**config.mk**
```make
export PLATFORM = sky130hd
export DESIGN_NAME = tamc_ctrl
export DESIGN_NICKNAME = d
export VERILOG_FILES = /design/src/rtl/tamc_ctrl.v
export VERILOG_INCLUDE_DIRS = /design/src /design/src/include
export SDC_FILE = /design/constraint.sdc
export NUM_CORES = 1
export LEC_CHECK = 0
export CORE_MARGIN = 10
export CORE_UTILIZATION = 63
export CTS_CLUSTER_DIAMETER = 120
export DETAILED_ROUTE_END_ITERATION = 16
export DONT_BUFFER_PORTS = 1
export PLACE_DENSITY = 0.89
export SYNTH_ARGS = -nofsm -noshare
export SYNTH_HDL_FRONTEND = slang
export SYNTH_SLANG_ARGS = --single-unit
```
**constraint.sdc**
```tcl
create_clock -name aclk -period 2.4 [get_ports aclk]
set_clock_uncertainty 0.1 [all_clocks]
set_input_delay 0.48 -clock aclk [delete_from_list [all_inputs] [get_ports aclk]]
set_output_delay 0.48 -clock aclk [all_outputs]
set_load 0.1 [all_outputs]
```
**src/include/tamc_map.vh**
```
`ifndef TAMC_MAP_VH
`define TAMC_MAP_VH

// register byte offsets
`define TAMC_CTRL_OFS 8'h00
`define TAMC_STAT_OFS 8'h04
`define TAMC_RSLT_OFS 8'h08

// control register fields
`define TAMC_CTRL_PEN_EN 0
`define TAMC_CTRL_RESET 32'h0000_0000

// status register fields
`define TAMC_STAT_BUSY 0
`define TAMC_STAT_TRACK 1
`define TAMC_STAT_PEN_PIN 2
`define TAMC_STAT_STATE_LO 4

// result register fields
`define TAMC_RSLT_CTRL_LO 16
`define TAMC_RSLT_NEW 31

// axi responses
`define TAMC_RESP_OKAY 2'h0
`define TAMC_RESP_SLVERR 2'h2

// control byte bit positions, start bit is bit 7
`define TAMC_CB_START 7
`define TAMC_CB_MODE_SE 2

// rising-edge count before the edge that completes channel or mode bits
`define TAMC_RISE_CHAN 5'h03
`define TAMC_RISE_MODE 5'h05
`define TAMC_CTRL_BITS 5'h08

// falling-edge counts from the start bit
`define TAMC_FALL_ACQ 5'h05
`define TAMC_FALL_CONV 5'h08
`define TAMC_FALL_MSB 5'h09
`define TAMC_FALL_LAST 5'h14

// channel codes
`define TAMC_CH_YPOS 3'h1
`define TAMC_CH_AUXA 3'h2
`define TAMC_CH_XPOS 3'h5
`define TAMC_CH_AUXB 3'h6

// converter input select
`define TAMC_AIN_NONE 3'h0
`define TAMC_AIN_XH 3'h1
`define TAMC_AIN_YH 3'h2
`define TAMC_AIN_AUXA 3'h3
`define TAMC_AIN_AUXB 3'h4

// reference select
`define TAMC_REF_EXT 2'h0
`define TAMC_REF_YPINS 2'h1
`define TAMC_REF_XPINS 2'h2

`endif

```
**src/rtl/tamc_ctrl.v**
```verilog
// Functional notes
// - sample data in on serial clock rise
// - data out changes only on falling edges and on deselect
// - accept input bits only with select low
// - select high releases data out and busy
// - busy high one period before msb decision
// - host serial clock paces every conversion step
// - twelve-bit result by successive approximation
// - track input from fifth to eighth fall
// - mode bit one single-ended, zero differential
// - single-ended uses external reference and ground
// - single-ended position codes route panel and drivers
// - differential position codes use panel references
// - leading zeros ignored, first one starts
// - pen interrupt low on touch, masked mid-frame
// - result shifted out msb first, binary
`include "tamc_map.vh"

module tamc_ctrl #(
	parameter RES_BITS = 12,
	parameter ADDR_W = 8
) (
	input wire aclk,
	input wire aresetn,
	input wire [ADDR_W-1:0] s_axi_awaddr,
	input wire s_axi_awvalid,
	output wire s_axi_awready,
	input wire [31:0] s_axi_wdata,
	input wire [3:0] s_axi_wstrb,
	input wire s_axi_wvalid,
	output wire s_axi_wready,
	output reg [1:0] s_axi_bresp,
	output reg s_axi_bvalid,
	input wire s_axi_bready,
	input wire [ADDR_W-1:0] s_axi_araddr,
	input wire s_axi_arvalid,
	output wire s_axi_arready,
	output reg [31:0] s_axi_rdata,
	output reg [1:0] s_axi_rresp,
	output reg s_axi_rvalid,
	input wire s_axi_rready,
	input wire serial_clock_in,
	input wire chip_select_n,
	input wire serial_data_in,
	output wire serial_data_out_o,
	output wire serial_data_out_oe,
	output wire busy_o,
	output wire busy_oe,
	input wire pen_touch_irq_n_i,
	output wire pen_touch_irq_n_o,
	output wire pen_touch_irq_n_oe,
	input wire pen_touched,
	input wire sar_cmp_in,
	output wire [RES_BITS-1:0] sar_trial,
	output wire track_en,
	output wire [2:0] adc_in_sel,
	output wire [1:0] adc_ref_sel,
	output wire drv_x_high_en,
	output wire drv_x_low_en,
	output wire drv_y_high_en,
	output wire drv_y_low_en
);

	localparam ST_HUNT = 2'd0;
	localparam ST_CTRL = 2'd1;
	localparam ST_CONV = 2'd2;
	localparam ST_DONE = 2'd3;

	// two-stage synchronisers: clk, cs_n, din, comparator, touch, pen pin
	reg [5:0] sync1_r;
	reg [5:0] sync2_r;
	reg sclk_d_r;
	always @(posedge aclk) begin
		if (!aresetn) begin
			sync1_r <= 6'h3e;
			sync2_r <= 6'h3e;
			sclk_d_r <= 1'b0;
		end else begin
			sync1_r <= {pen_touch_irq_n_i, pen_touched, sar_cmp_in,
				serial_data_in, chip_select_n, serial_clock_in};
			sync2_r <= sync1_r;
			sclk_d_r <= sync2_r[0];
		end
	end

	wire sclk_s = sync2_r[0];
	wire cs_act = ~sync2_r[1];
	wire din_s = sync2_r[2];
	wire cmp_s = sync2_r[3];
	wire touch_s = sync2_r[4];
	wire pen_pin_s = sync2_r[5];
	// edges are only meaningful while selected
	wire sclk_rise = cs_act & sclk_s & ~sclk_d_r;
	wire sclk_fall = cs_act & ~sclk_s & sclk_d_r;

	reg [1:0] state_r, state_nxt;
	reg [7:0] shreg_r, shreg_nxt;
	reg [4:0] rise_cnt_r, rise_cnt_nxt;
	reg [4:0] fall_cnt_r, fall_cnt_nxt;
	reg [2:0] chan_r, chan_nxt;
	reg mode_se_r, mode_se_nxt;
	reg [RES_BITS-1:0] sar_r, sar_nxt;
	reg [RES_BITS-1:0] mask_r, mask_nxt;
	reg [RES_BITS-1:0] result_r, result_nxt;
	reg [7:0] ctrl_byte_r, ctrl_byte_nxt;
	reg dout_r, dout_nxt;
	reg busy_r, busy_nxt;
	reg track_r, track_nxt;
	reg [2:0] ain_r, ain_nxt;
	reg [1:0] ref_r, ref_nxt;
	reg [3:0] drv_r, drv_nxt;
	reg done_ev;
	// keep the trial bit when the comparator says the input is at or above it
	function [RES_BITS-1:0] sar_decide;
		input [RES_BITS-1:0] trial;
		input [RES_BITS-1:0] bit_mask;
		input keep;
		sar_decide = keep ? trial : (trial & ~bit_mask);
	endfunction

	always @* begin
		state_nxt = state_r;
		shreg_nxt = shreg_r;
		rise_cnt_nxt = rise_cnt_r;
		fall_cnt_nxt = fall_cnt_r;
		chan_nxt = chan_r;
		mode_se_nxt = mode_se_r;
		sar_nxt = sar_r;
		mask_nxt = mask_r;
		result_nxt = result_r;
		ctrl_byte_nxt = ctrl_byte_r;
		dout_nxt = dout_r;
		busy_nxt = busy_r;
		track_nxt = track_r;
		{ain_nxt, ref_nxt, drv_nxt} = {ain_r, ref_r, drv_r};
		done_ev = 1'b0;
		if (!cs_act) begin
			// deselect abandons the frame and idles the switches
			state_nxt = ST_HUNT;
			rise_cnt_nxt = 5'h00;
			fall_cnt_nxt = 5'h00;
			{dout_nxt, busy_nxt, track_nxt} = 3'h0;
			{ain_nxt, ref_nxt, drv_nxt} = {`TAMC_AIN_NONE, `TAMC_REF_EXT, 4'h0};
		end else if (sclk_rise) begin
			case (state_r)
				ST_HUNT, ST_DONE: begin
					if (din_s) begin
						state_nxt = ST_CTRL;
						shreg_nxt = 8'h01;
						rise_cnt_nxt = 5'h01;
						fall_cnt_nxt = 5'h00;
					end
				end
				ST_CTRL: begin
					if (rise_cnt_r < `TAMC_CTRL_BITS) begin
						shreg_nxt = {shreg_r[6:0], din_s};
						rise_cnt_nxt = rise_cnt_r + 5'h01;
						if (rise_cnt_r == `TAMC_RISE_CHAN)
							chan_nxt = {shreg_r[1:0], din_s};
						if (rise_cnt_r == `TAMC_RISE_MODE)
							mode_se_nxt = din_s;
					end
				end
				default: shreg_nxt = shreg_r; // data bits mid-conversion carry no meaning
			endcase
		end else if (sclk_fall && (state_r == ST_CTRL || state_r == ST_CONV)) begin
			fall_cnt_nxt = fall_cnt_r + 5'h01;
			if (fall_cnt_nxt == `TAMC_FALL_ACQ) begin
				track_nxt = 1'b1;
				case (chan_r)
					`TAMC_CH_YPOS: {ain_nxt, drv_nxt} = {`TAMC_AIN_XH, 4'h3};
					`TAMC_CH_XPOS: {ain_nxt, drv_nxt} = {`TAMC_AIN_YH, 4'hc};
					`TAMC_CH_AUXA: {ain_nxt, drv_nxt} = {`TAMC_AIN_AUXA, 4'h0};
					`TAMC_CH_AUXB: {ain_nxt, drv_nxt} = {`TAMC_AIN_AUXB, 4'h0};
					default: {ain_nxt, drv_nxt} = {`TAMC_AIN_NONE, 4'h0};
				endcase
			end
			if (fall_cnt_nxt == `TAMC_FALL_CONV) begin
				// hold phase opens; busy marks the cycle before the msb
				track_nxt = 1'b0;
				busy_nxt = 1'b1;
				state_nxt = ST_CONV;
				ctrl_byte_nxt = shreg_r;
				sar_nxt = {1'b1, {(RES_BITS-1){1'b0}}};
				mask_nxt = {1'b1, {(RES_BITS-1){1'b0}}};
				if (!mode_se_r && chan_r == `TAMC_CH_YPOS)
					ref_nxt = `TAMC_REF_YPINS;
				else if (!mode_se_r && chan_r == `TAMC_CH_XPOS)
					ref_nxt = `TAMC_REF_XPINS;
				else
					ref_nxt = `TAMC_REF_EXT;
				// single-ended bias is dropped after acquisition to save power
				if (mode_se_r)
					drv_nxt = 4'h0;
			end
			if (fall_cnt_nxt >= `TAMC_FALL_MSB) begin
				busy_nxt = 1'b0;
				sar_nxt = sar_decide(sar_r, mask_r, cmp_s) | (mask_r >> 1);
				mask_nxt = mask_r >> 1;
				dout_nxt = cmp_s;
			end
			if (fall_cnt_nxt == `TAMC_FALL_LAST) begin
				state_nxt = ST_DONE;
				result_nxt = sar_decide(sar_r, mask_r, cmp_s);
				sar_nxt = result_nxt;
				done_ev = 1'b1;
				track_nxt = 1'b0;
				{ain_nxt, ref_nxt, drv_nxt} = {`TAMC_AIN_NONE, `TAMC_REF_EXT, 4'h0};
			end
		end else if (sclk_fall) begin
			// trailing bits after the lsb are zero
			dout_nxt = 1'b0;
		end
	end

	// every conversion step advances only on host clock edges
	always @(posedge aclk) begin
		if (!aresetn) begin
			state_r <= ST_HUNT;
			shreg_r <= 8'h00;
			rise_cnt_r <= 5'h00;
			fall_cnt_r <= 5'h00;
			chan_r <= 3'h0;
			mode_se_r <= 1'b0;
			sar_r <= {RES_BITS{1'b0}};
			mask_r <= {RES_BITS{1'b0}};
			result_r <= {RES_BITS{1'b0}};
			ctrl_byte_r <= 8'h00;
			{dout_r, busy_r, track_r} <= 3'h0;
			{ain_r, ref_r, drv_r} <= {`TAMC_AIN_NONE, `TAMC_REF_EXT, 4'h0};
		end else begin
			state_r <= state_nxt;
			shreg_r <= shreg_nxt;
			rise_cnt_r <= rise_cnt_nxt;
			fall_cnt_r <= fall_cnt_nxt;
			chan_r <= chan_nxt;
			mode_se_r <= mode_se_nxt;
			sar_r <= sar_nxt;
			mask_r <= mask_nxt;
			result_r <= result_nxt;
			ctrl_byte_r <= ctrl_byte_nxt;
			dout_r <= dout_nxt;
			busy_r <= busy_nxt;
			track_r <= track_nxt;
			{ain_r, ref_r, drv_r} <= {ain_nxt, ref_nxt, drv_nxt};
		end
	end

	assign serial_data_out_o = dout_r;
	assign serial_data_out_oe = cs_act;
	assign busy_o = busy_r;
	assign busy_oe = cs_act;
	assign sar_trial = sar_r;
	assign track_en = track_r;
	assign adc_in_sel = ain_r;
	assign adc_ref_sel = ref_r;
	assign drv_x_high_en = drv_r[3];
	assign drv_x_low_en = drv_r[2];
	assign drv_y_high_en = drv_r[1];
	assign drv_y_low_en = drv_r[0];

	// register slave
	reg [31:0] ctrl_r;
	reg new_r;
	reg pen_drive_r;
	reg aw_got_r, w_got_r;
	reg [ADDR_W-1:0] awaddr_r;
	reg [31:0] wdata_r;
	reg [3:0] wstrb_r;

	assign s_axi_awready = ~aw_got_r;
	assign s_axi_wready = ~w_got_r;
	assign s_axi_arready = ~s_axi_rvalid;

	wire wr_fire = aw_got_r & w_got_r & ~s_axi_bvalid;
	wire rd_fire = s_axi_arvalid & ~s_axi_rvalid;
	wire rslt_read = rd_fire & (s_axi_araddr == `TAMC_RSLT_OFS);

	always @(posedge aclk) begin
		if (!aresetn) begin
			aw_got_r <= 1'b0;
			w_got_r <= 1'b0;
			awaddr_r <= {ADDR_W{1'b0}};
			wdata_r <= 32'h0000_0000;
			wstrb_r <= 4'h0;
			s_axi_bvalid <= 1'b0;
			s_axi_bresp <= `TAMC_RESP_OKAY;
			s_axi_rvalid <= 1'b0;
			s_axi_rresp <= `TAMC_RESP_OKAY;
			s_axi_rdata <= 32'h0000_0000;
			ctrl_r <= `TAMC_CTRL_RESET;
			new_r <= 1'b0;
		end else begin
			if (s_axi_awvalid && !aw_got_r) begin
				aw_got_r <= 1'b1;
				awaddr_r <= s_axi_awaddr;
			end
			if (s_axi_wvalid && !w_got_r) begin
				w_got_r <= 1'b1;
				wdata_r <= s_axi_wdata;
				wstrb_r <= s_axi_wstrb;
			end
			if (wr_fire) begin
				aw_got_r <= 1'b0;
				w_got_r <= 1'b0;
				s_axi_bvalid <= 1'b1;
				if (awaddr_r == `TAMC_CTRL_OFS) begin
					s_axi_bresp <= `TAMC_RESP_OKAY;
					if (wstrb_r[0])
						ctrl_r[`TAMC_CTRL_PEN_EN] <= wdata_r[`TAMC_CTRL_PEN_EN];
				end else if (awaddr_r == `TAMC_STAT_OFS || awaddr_r == `TAMC_RSLT_OFS) begin
					s_axi_bresp <= `TAMC_RESP_OKAY;
				end else begin
					s_axi_bresp <= `TAMC_RESP_SLVERR;
				end
			end else if (s_axi_bvalid && s_axi_bready) begin
				s_axi_bvalid <= 1'b0;
			end
			if (rd_fire) begin
				s_axi_rvalid <= 1'b1;
				s_axi_rresp <= `TAMC_RESP_OKAY;
				s_axi_rdata <= 32'h0000_0000;
				case (s_axi_araddr)
					`TAMC_CTRL_OFS: s_axi_rdata <= ctrl_r;
					`TAMC_STAT_OFS: begin
						s_axi_rdata[`TAMC_STAT_BUSY] <= busy_r;
						s_axi_rdata[`TAMC_STAT_TRACK] <= track_r;
						s_axi_rdata[`TAMC_STAT_PEN_PIN] <= pen_pin_s;
						s_axi_rdata[`TAMC_STAT_STATE_LO+1:`TAMC_STAT_STATE_LO] <= state_r;
					end
					`TAMC_RSLT_OFS: begin
						s_axi_rdata[RES_BITS-1:0] <= result_r;
						s_axi_rdata[`TAMC_RSLT_CTRL_LO+7:`TAMC_RSLT_CTRL_LO] <= ctrl_byte_r;
						s_axi_rdata[`TAMC_RSLT_NEW] <= new_r;
					end
					default: s_axi_rresp <= `TAMC_RESP_SLVERR;
				endcase
			end else if (s_axi_rvalid && s_axi_rready) begin
				s_axi_rvalid <= 1'b0;
			end
			// a finished conversion beats a simultaneous clearing read
			if (done_ev)
				new_r <= 1'b1;
			else if (rslt_read)
				new_r <= 1'b0;
		end
	end

	// open-drain pen line: masked from select low until the lsb is out
	always @(posedge aclk) begin
		if (!aresetn)
			pen_drive_r <= 1'b0;
		else
			pen_drive_r <= ctrl_r[`TAMC_CTRL_PEN_EN] & touch_s &
				(~cs_act | (state_r == ST_DONE));
	end

	assign pen_touch_irq_n_o = 1'b0;
	assign pen_touch_irq_n_oe = pen_drive_r;

endmodule

```
==> results.py <==
metrics = {
    "logic_synthesis": {
        "synth_cell_type_count": 62,
        "synth_top_cell_area_share": 0.4887,
        "synth_edf_count": 0,
        "async_reset_ff_frac": 0,
        "syn_area_per_cell_um2": 9.110,
        "yosysTopAreaCell": "dfxtp_1",
        "syn_area_um2": 5448,
        "synth-seq-area-share": 0.4887,
        "synthTopCellsByArea": "dfxtp_1 (49%), mux2i_1 (5.1%), nand2_1 (4.5%)",
        "synth_cells": 598,
        "ys.flop_type": "dfxtp_1",
        "synth_warnings": 0,
        "synth-seq-cells": 133,
    },
    "cells_and_area": {
        "fin_cells": 776,
        "area_delta_synth_final_pct": 21.84,
        "regArea_um2": 2668,
        "fillCellCount": 445,
        "multiInputGateArea_um2": 2505,
        "layout-drive-gt1-share": 0.1776,
        "fin_area_um2": 6638,
        "nets": 730,
        "post-route-util": 0.7998,
    },
    "floorplan": {
        "start_util": 0.6564,
        "die_h_um": 113.0,
        "io-pin-count": 134,
        "rows": 33,
        "fp.coreArea_um2": 8299,
        "die_area_um2": 12770,
        "die_x_um": 113.0,
    },
    "flow_run": {
        "drv_cap": 0,
    },
    "placed_design": {
        "placed_area_um2": 5867,
        "gp_congestion": 0.8370,
        "dp_hpwl_um": 9483,
        "post-place-cells": 730,
        "portBuffers": 0,
        "pre_cts_ws_ns": -0.03746,
    },
    "cts": {
        "cts_root_buffer": "clkbuf_8",
        "clk_latency_ns": 0.52,
        "cts_tree": "built",
        "htreeDepth": 4,
        "path_clk_slew_ns": 0.06,
        "clock_sinks": 133,
        "cts_max_path_buffers": 2,
        "cts_buffers": 17,
    },
    "power": {
        "p_leak_uw": 0.002580,
        "p_per_area_nw_per_um2": 790.4,
        "seqPwrFrac": 0.432,
        "internal-power_uw": 4000,
        "p_sw_uw": 1246,
        "peakVddDrop_uv": 659.9,
        "swShare": 0.2375,
        "combPwrFrac": 0.059,
        "pwr-share-clk": 0.509,
    },
    "timing": {
        "max-slew-margin-rel": 0.5091,
        "setup-violations-final": 0,
        "post-route-period-util": 0.9597,
        "tightest_slew_ns": 0.7340,
        "fmax_mhz": 434.2,
        "setup_ws_ns": 0.09683,
        "drv_slew": 0,
        "hold_viol": 0,
        "period_minus_slack_ns": 2.303,
    },
    "min_path": {
        "hold_path_class": "input port to flip-flop",
        "holdPathStages": 2,
    },
    "route": {
        "dr.pass1.iters": 6,
        "wire_per_inst_um": 19.77,
        "remaining_drc_errors": 0,
        "routed_wl_um": 15340,
        "dr.first_iter.drc_count": 402,
        "vias_per_cell": 6.226,
        "vias": 4831,
        "antenna_left": 0,
    },
    "worst_setup_path": {
        "worst-setup-path-type": "flip-flop to flip-flop",
        "crit_required_ns": 2.70,
        "path_max_fanout": 22,
        "critPathMaxStageDelay_ns": 0.44,
        "startpoint_type": "flip-flop",
        "slowest_stage": "o41ai_2",
        "cp-end-kind": "flip-flop",
        "ff2ff_path_depth": 6,
        "crit_chain": "inv_1 -> ha_1 -> o41ai_2 -> a2bb2oi_4 -> buf_4 -> o22ai_1",
        "cp.arrival_ns": 2.60,
    },
    "global_route": {
        "grt-ovfl-total": 0,
        "grt_pass1_vias": 4860,
        "grt_start_max_net_pins": 46,
        "antenna_found_initial": 0,
        "grt.total_usage": 0.2350,
        "grt_pass1_wl_um": 24700,
    },
    "status": {
        "run_status": "finished, final reports clean",
    },
}
## state kept, by name, summed over array words and instances (netlist names), 8 cells and up
signal,count
shreg_r,8
awaddr_r,8
s_axi_rdata,21
result_r,12
ctrl_byte_r,8
sar_trial,12
mask_r,12
## critical path, delay by kind of cell (launching register included)
family,cells,cell delay [ns]
compound gates,3,0.88
buf+inv,2,0.43
flops,1,0.42
fa+ha+maj,1,0.35
## cells in the mapped netlist, types with 4 or more instances
cell / count
o21ai_0: 14
nor2b_1: 6
nor4_1: 5
nand2b_1: 16
nand2_1: 65
ha_1: 7
nor3_1: 7
mux2i_1: 28
o22ai_1: 12
dfxtp_1: 133
nand3_1: 20
buf_2: 10
o2bb2ai_1: 11
a22oi_1: 32
and2_1: 4
inv_1: 16
clkbuf_1: 23
a21boi_0: 12
nor2_1: 65
a21oi_1: 36
buf_4: 15
## final cells by class
type,count,area share
tap,105,0.01979
timing repair buffer,81,0.09802
clock inverter,10,0.02149
multi-input combinational,408,0.3774
sequential,133,0.4019
inverter,17,0.01018
clock buffer,21,0.07088
antenna,1,0.0003770
## power by group through the flow
stage | Sequential [uW] | Combinational [uW] | Clock (uW)
global placement | 2310 | 278 | 0
global route | 2270 | 327 | 2750
CTS | 2260 | 305 | 2670
floorplan | 2330 | 255 | 0
finish | 2270 | 310 | 2670
detailed placement | 2310 | 283 | 0
## cell usage in the layout, fill, tap and decap left out, types with 4 or more instances in the layout
cell type and count:
conb_1 14, nor2b_1 6, nor3_1 7, dfxtp_1 131
nand2_1 64, and2_1 4, ha_1 5, a22oi_1 32
nand2b_1 16, o2bb2ai_1 11, o21ai_0 13, a21boi_0 12
o22ai_1 12, clkbuf_16 17, a21oi_1 36, inv_1 14
dlygate4sd3_1 12, mux2i_1 28, nor4_1 4, nand3_1 20
buf_4 68, nor2_1 65
## kinds of logic after synthesis
kind of cell,share of synthesized area
mux,0.05351
compound gates,0.1876
fa+ha+maj,0.01608
other cells,0.0006884
xor+xnor,0.006432
simple gates,0.1819
buf+inv,0.06500
flops,0.4887
## timing repair
| item | in CTS | in global routing |
|---|---|---|
| resized for setup | 2 | 4 |
| gates cloned | 0 | 0 |
| hold buffers | 12 | 0 |
| pin swaps | 0 | 1 |
| hold endpoints to repair | 20 | 0 |
| setup buffers | 0 | 2 |
| endpoints found under the setup margin | 28 | 39 |
## through the flow
stage               hold WS (ns)  power (uW)  setup TNS, ns
finish                   0.01646        5246              0
global route             0.01375        5348       -0.05836
CTS                     0.008055        5242              0
detailed placement        0.2924        2595       -0.08598
global placement          0.2902        2588              0
floorplan                 0.2863        2584              0
## final timing paths
check,startpoint,to,slack (ns)
max,fall_cnt_r[0],mask_r[9],0.1
min,s_axi_wdata[0],wdata_r[0],0.02
max reg2reg,fall_cnt_r[0],mask_r[9],0.1
min reg2reg,sync1_r[1],sync2_r[1],0.31
## per-layer routing
layer,wire length [um],up-vias,share of wire,GRT usage
met3,1487,58,0.097,0.08082
met2,7754,271,0.51,0.4128
met1,5537,2307,0.36,0.2470
met5,0,-,0,0
li1,-,2195,-,-
met4,563,0,0.037,0.1091
(Power assumes the default switching activity.)
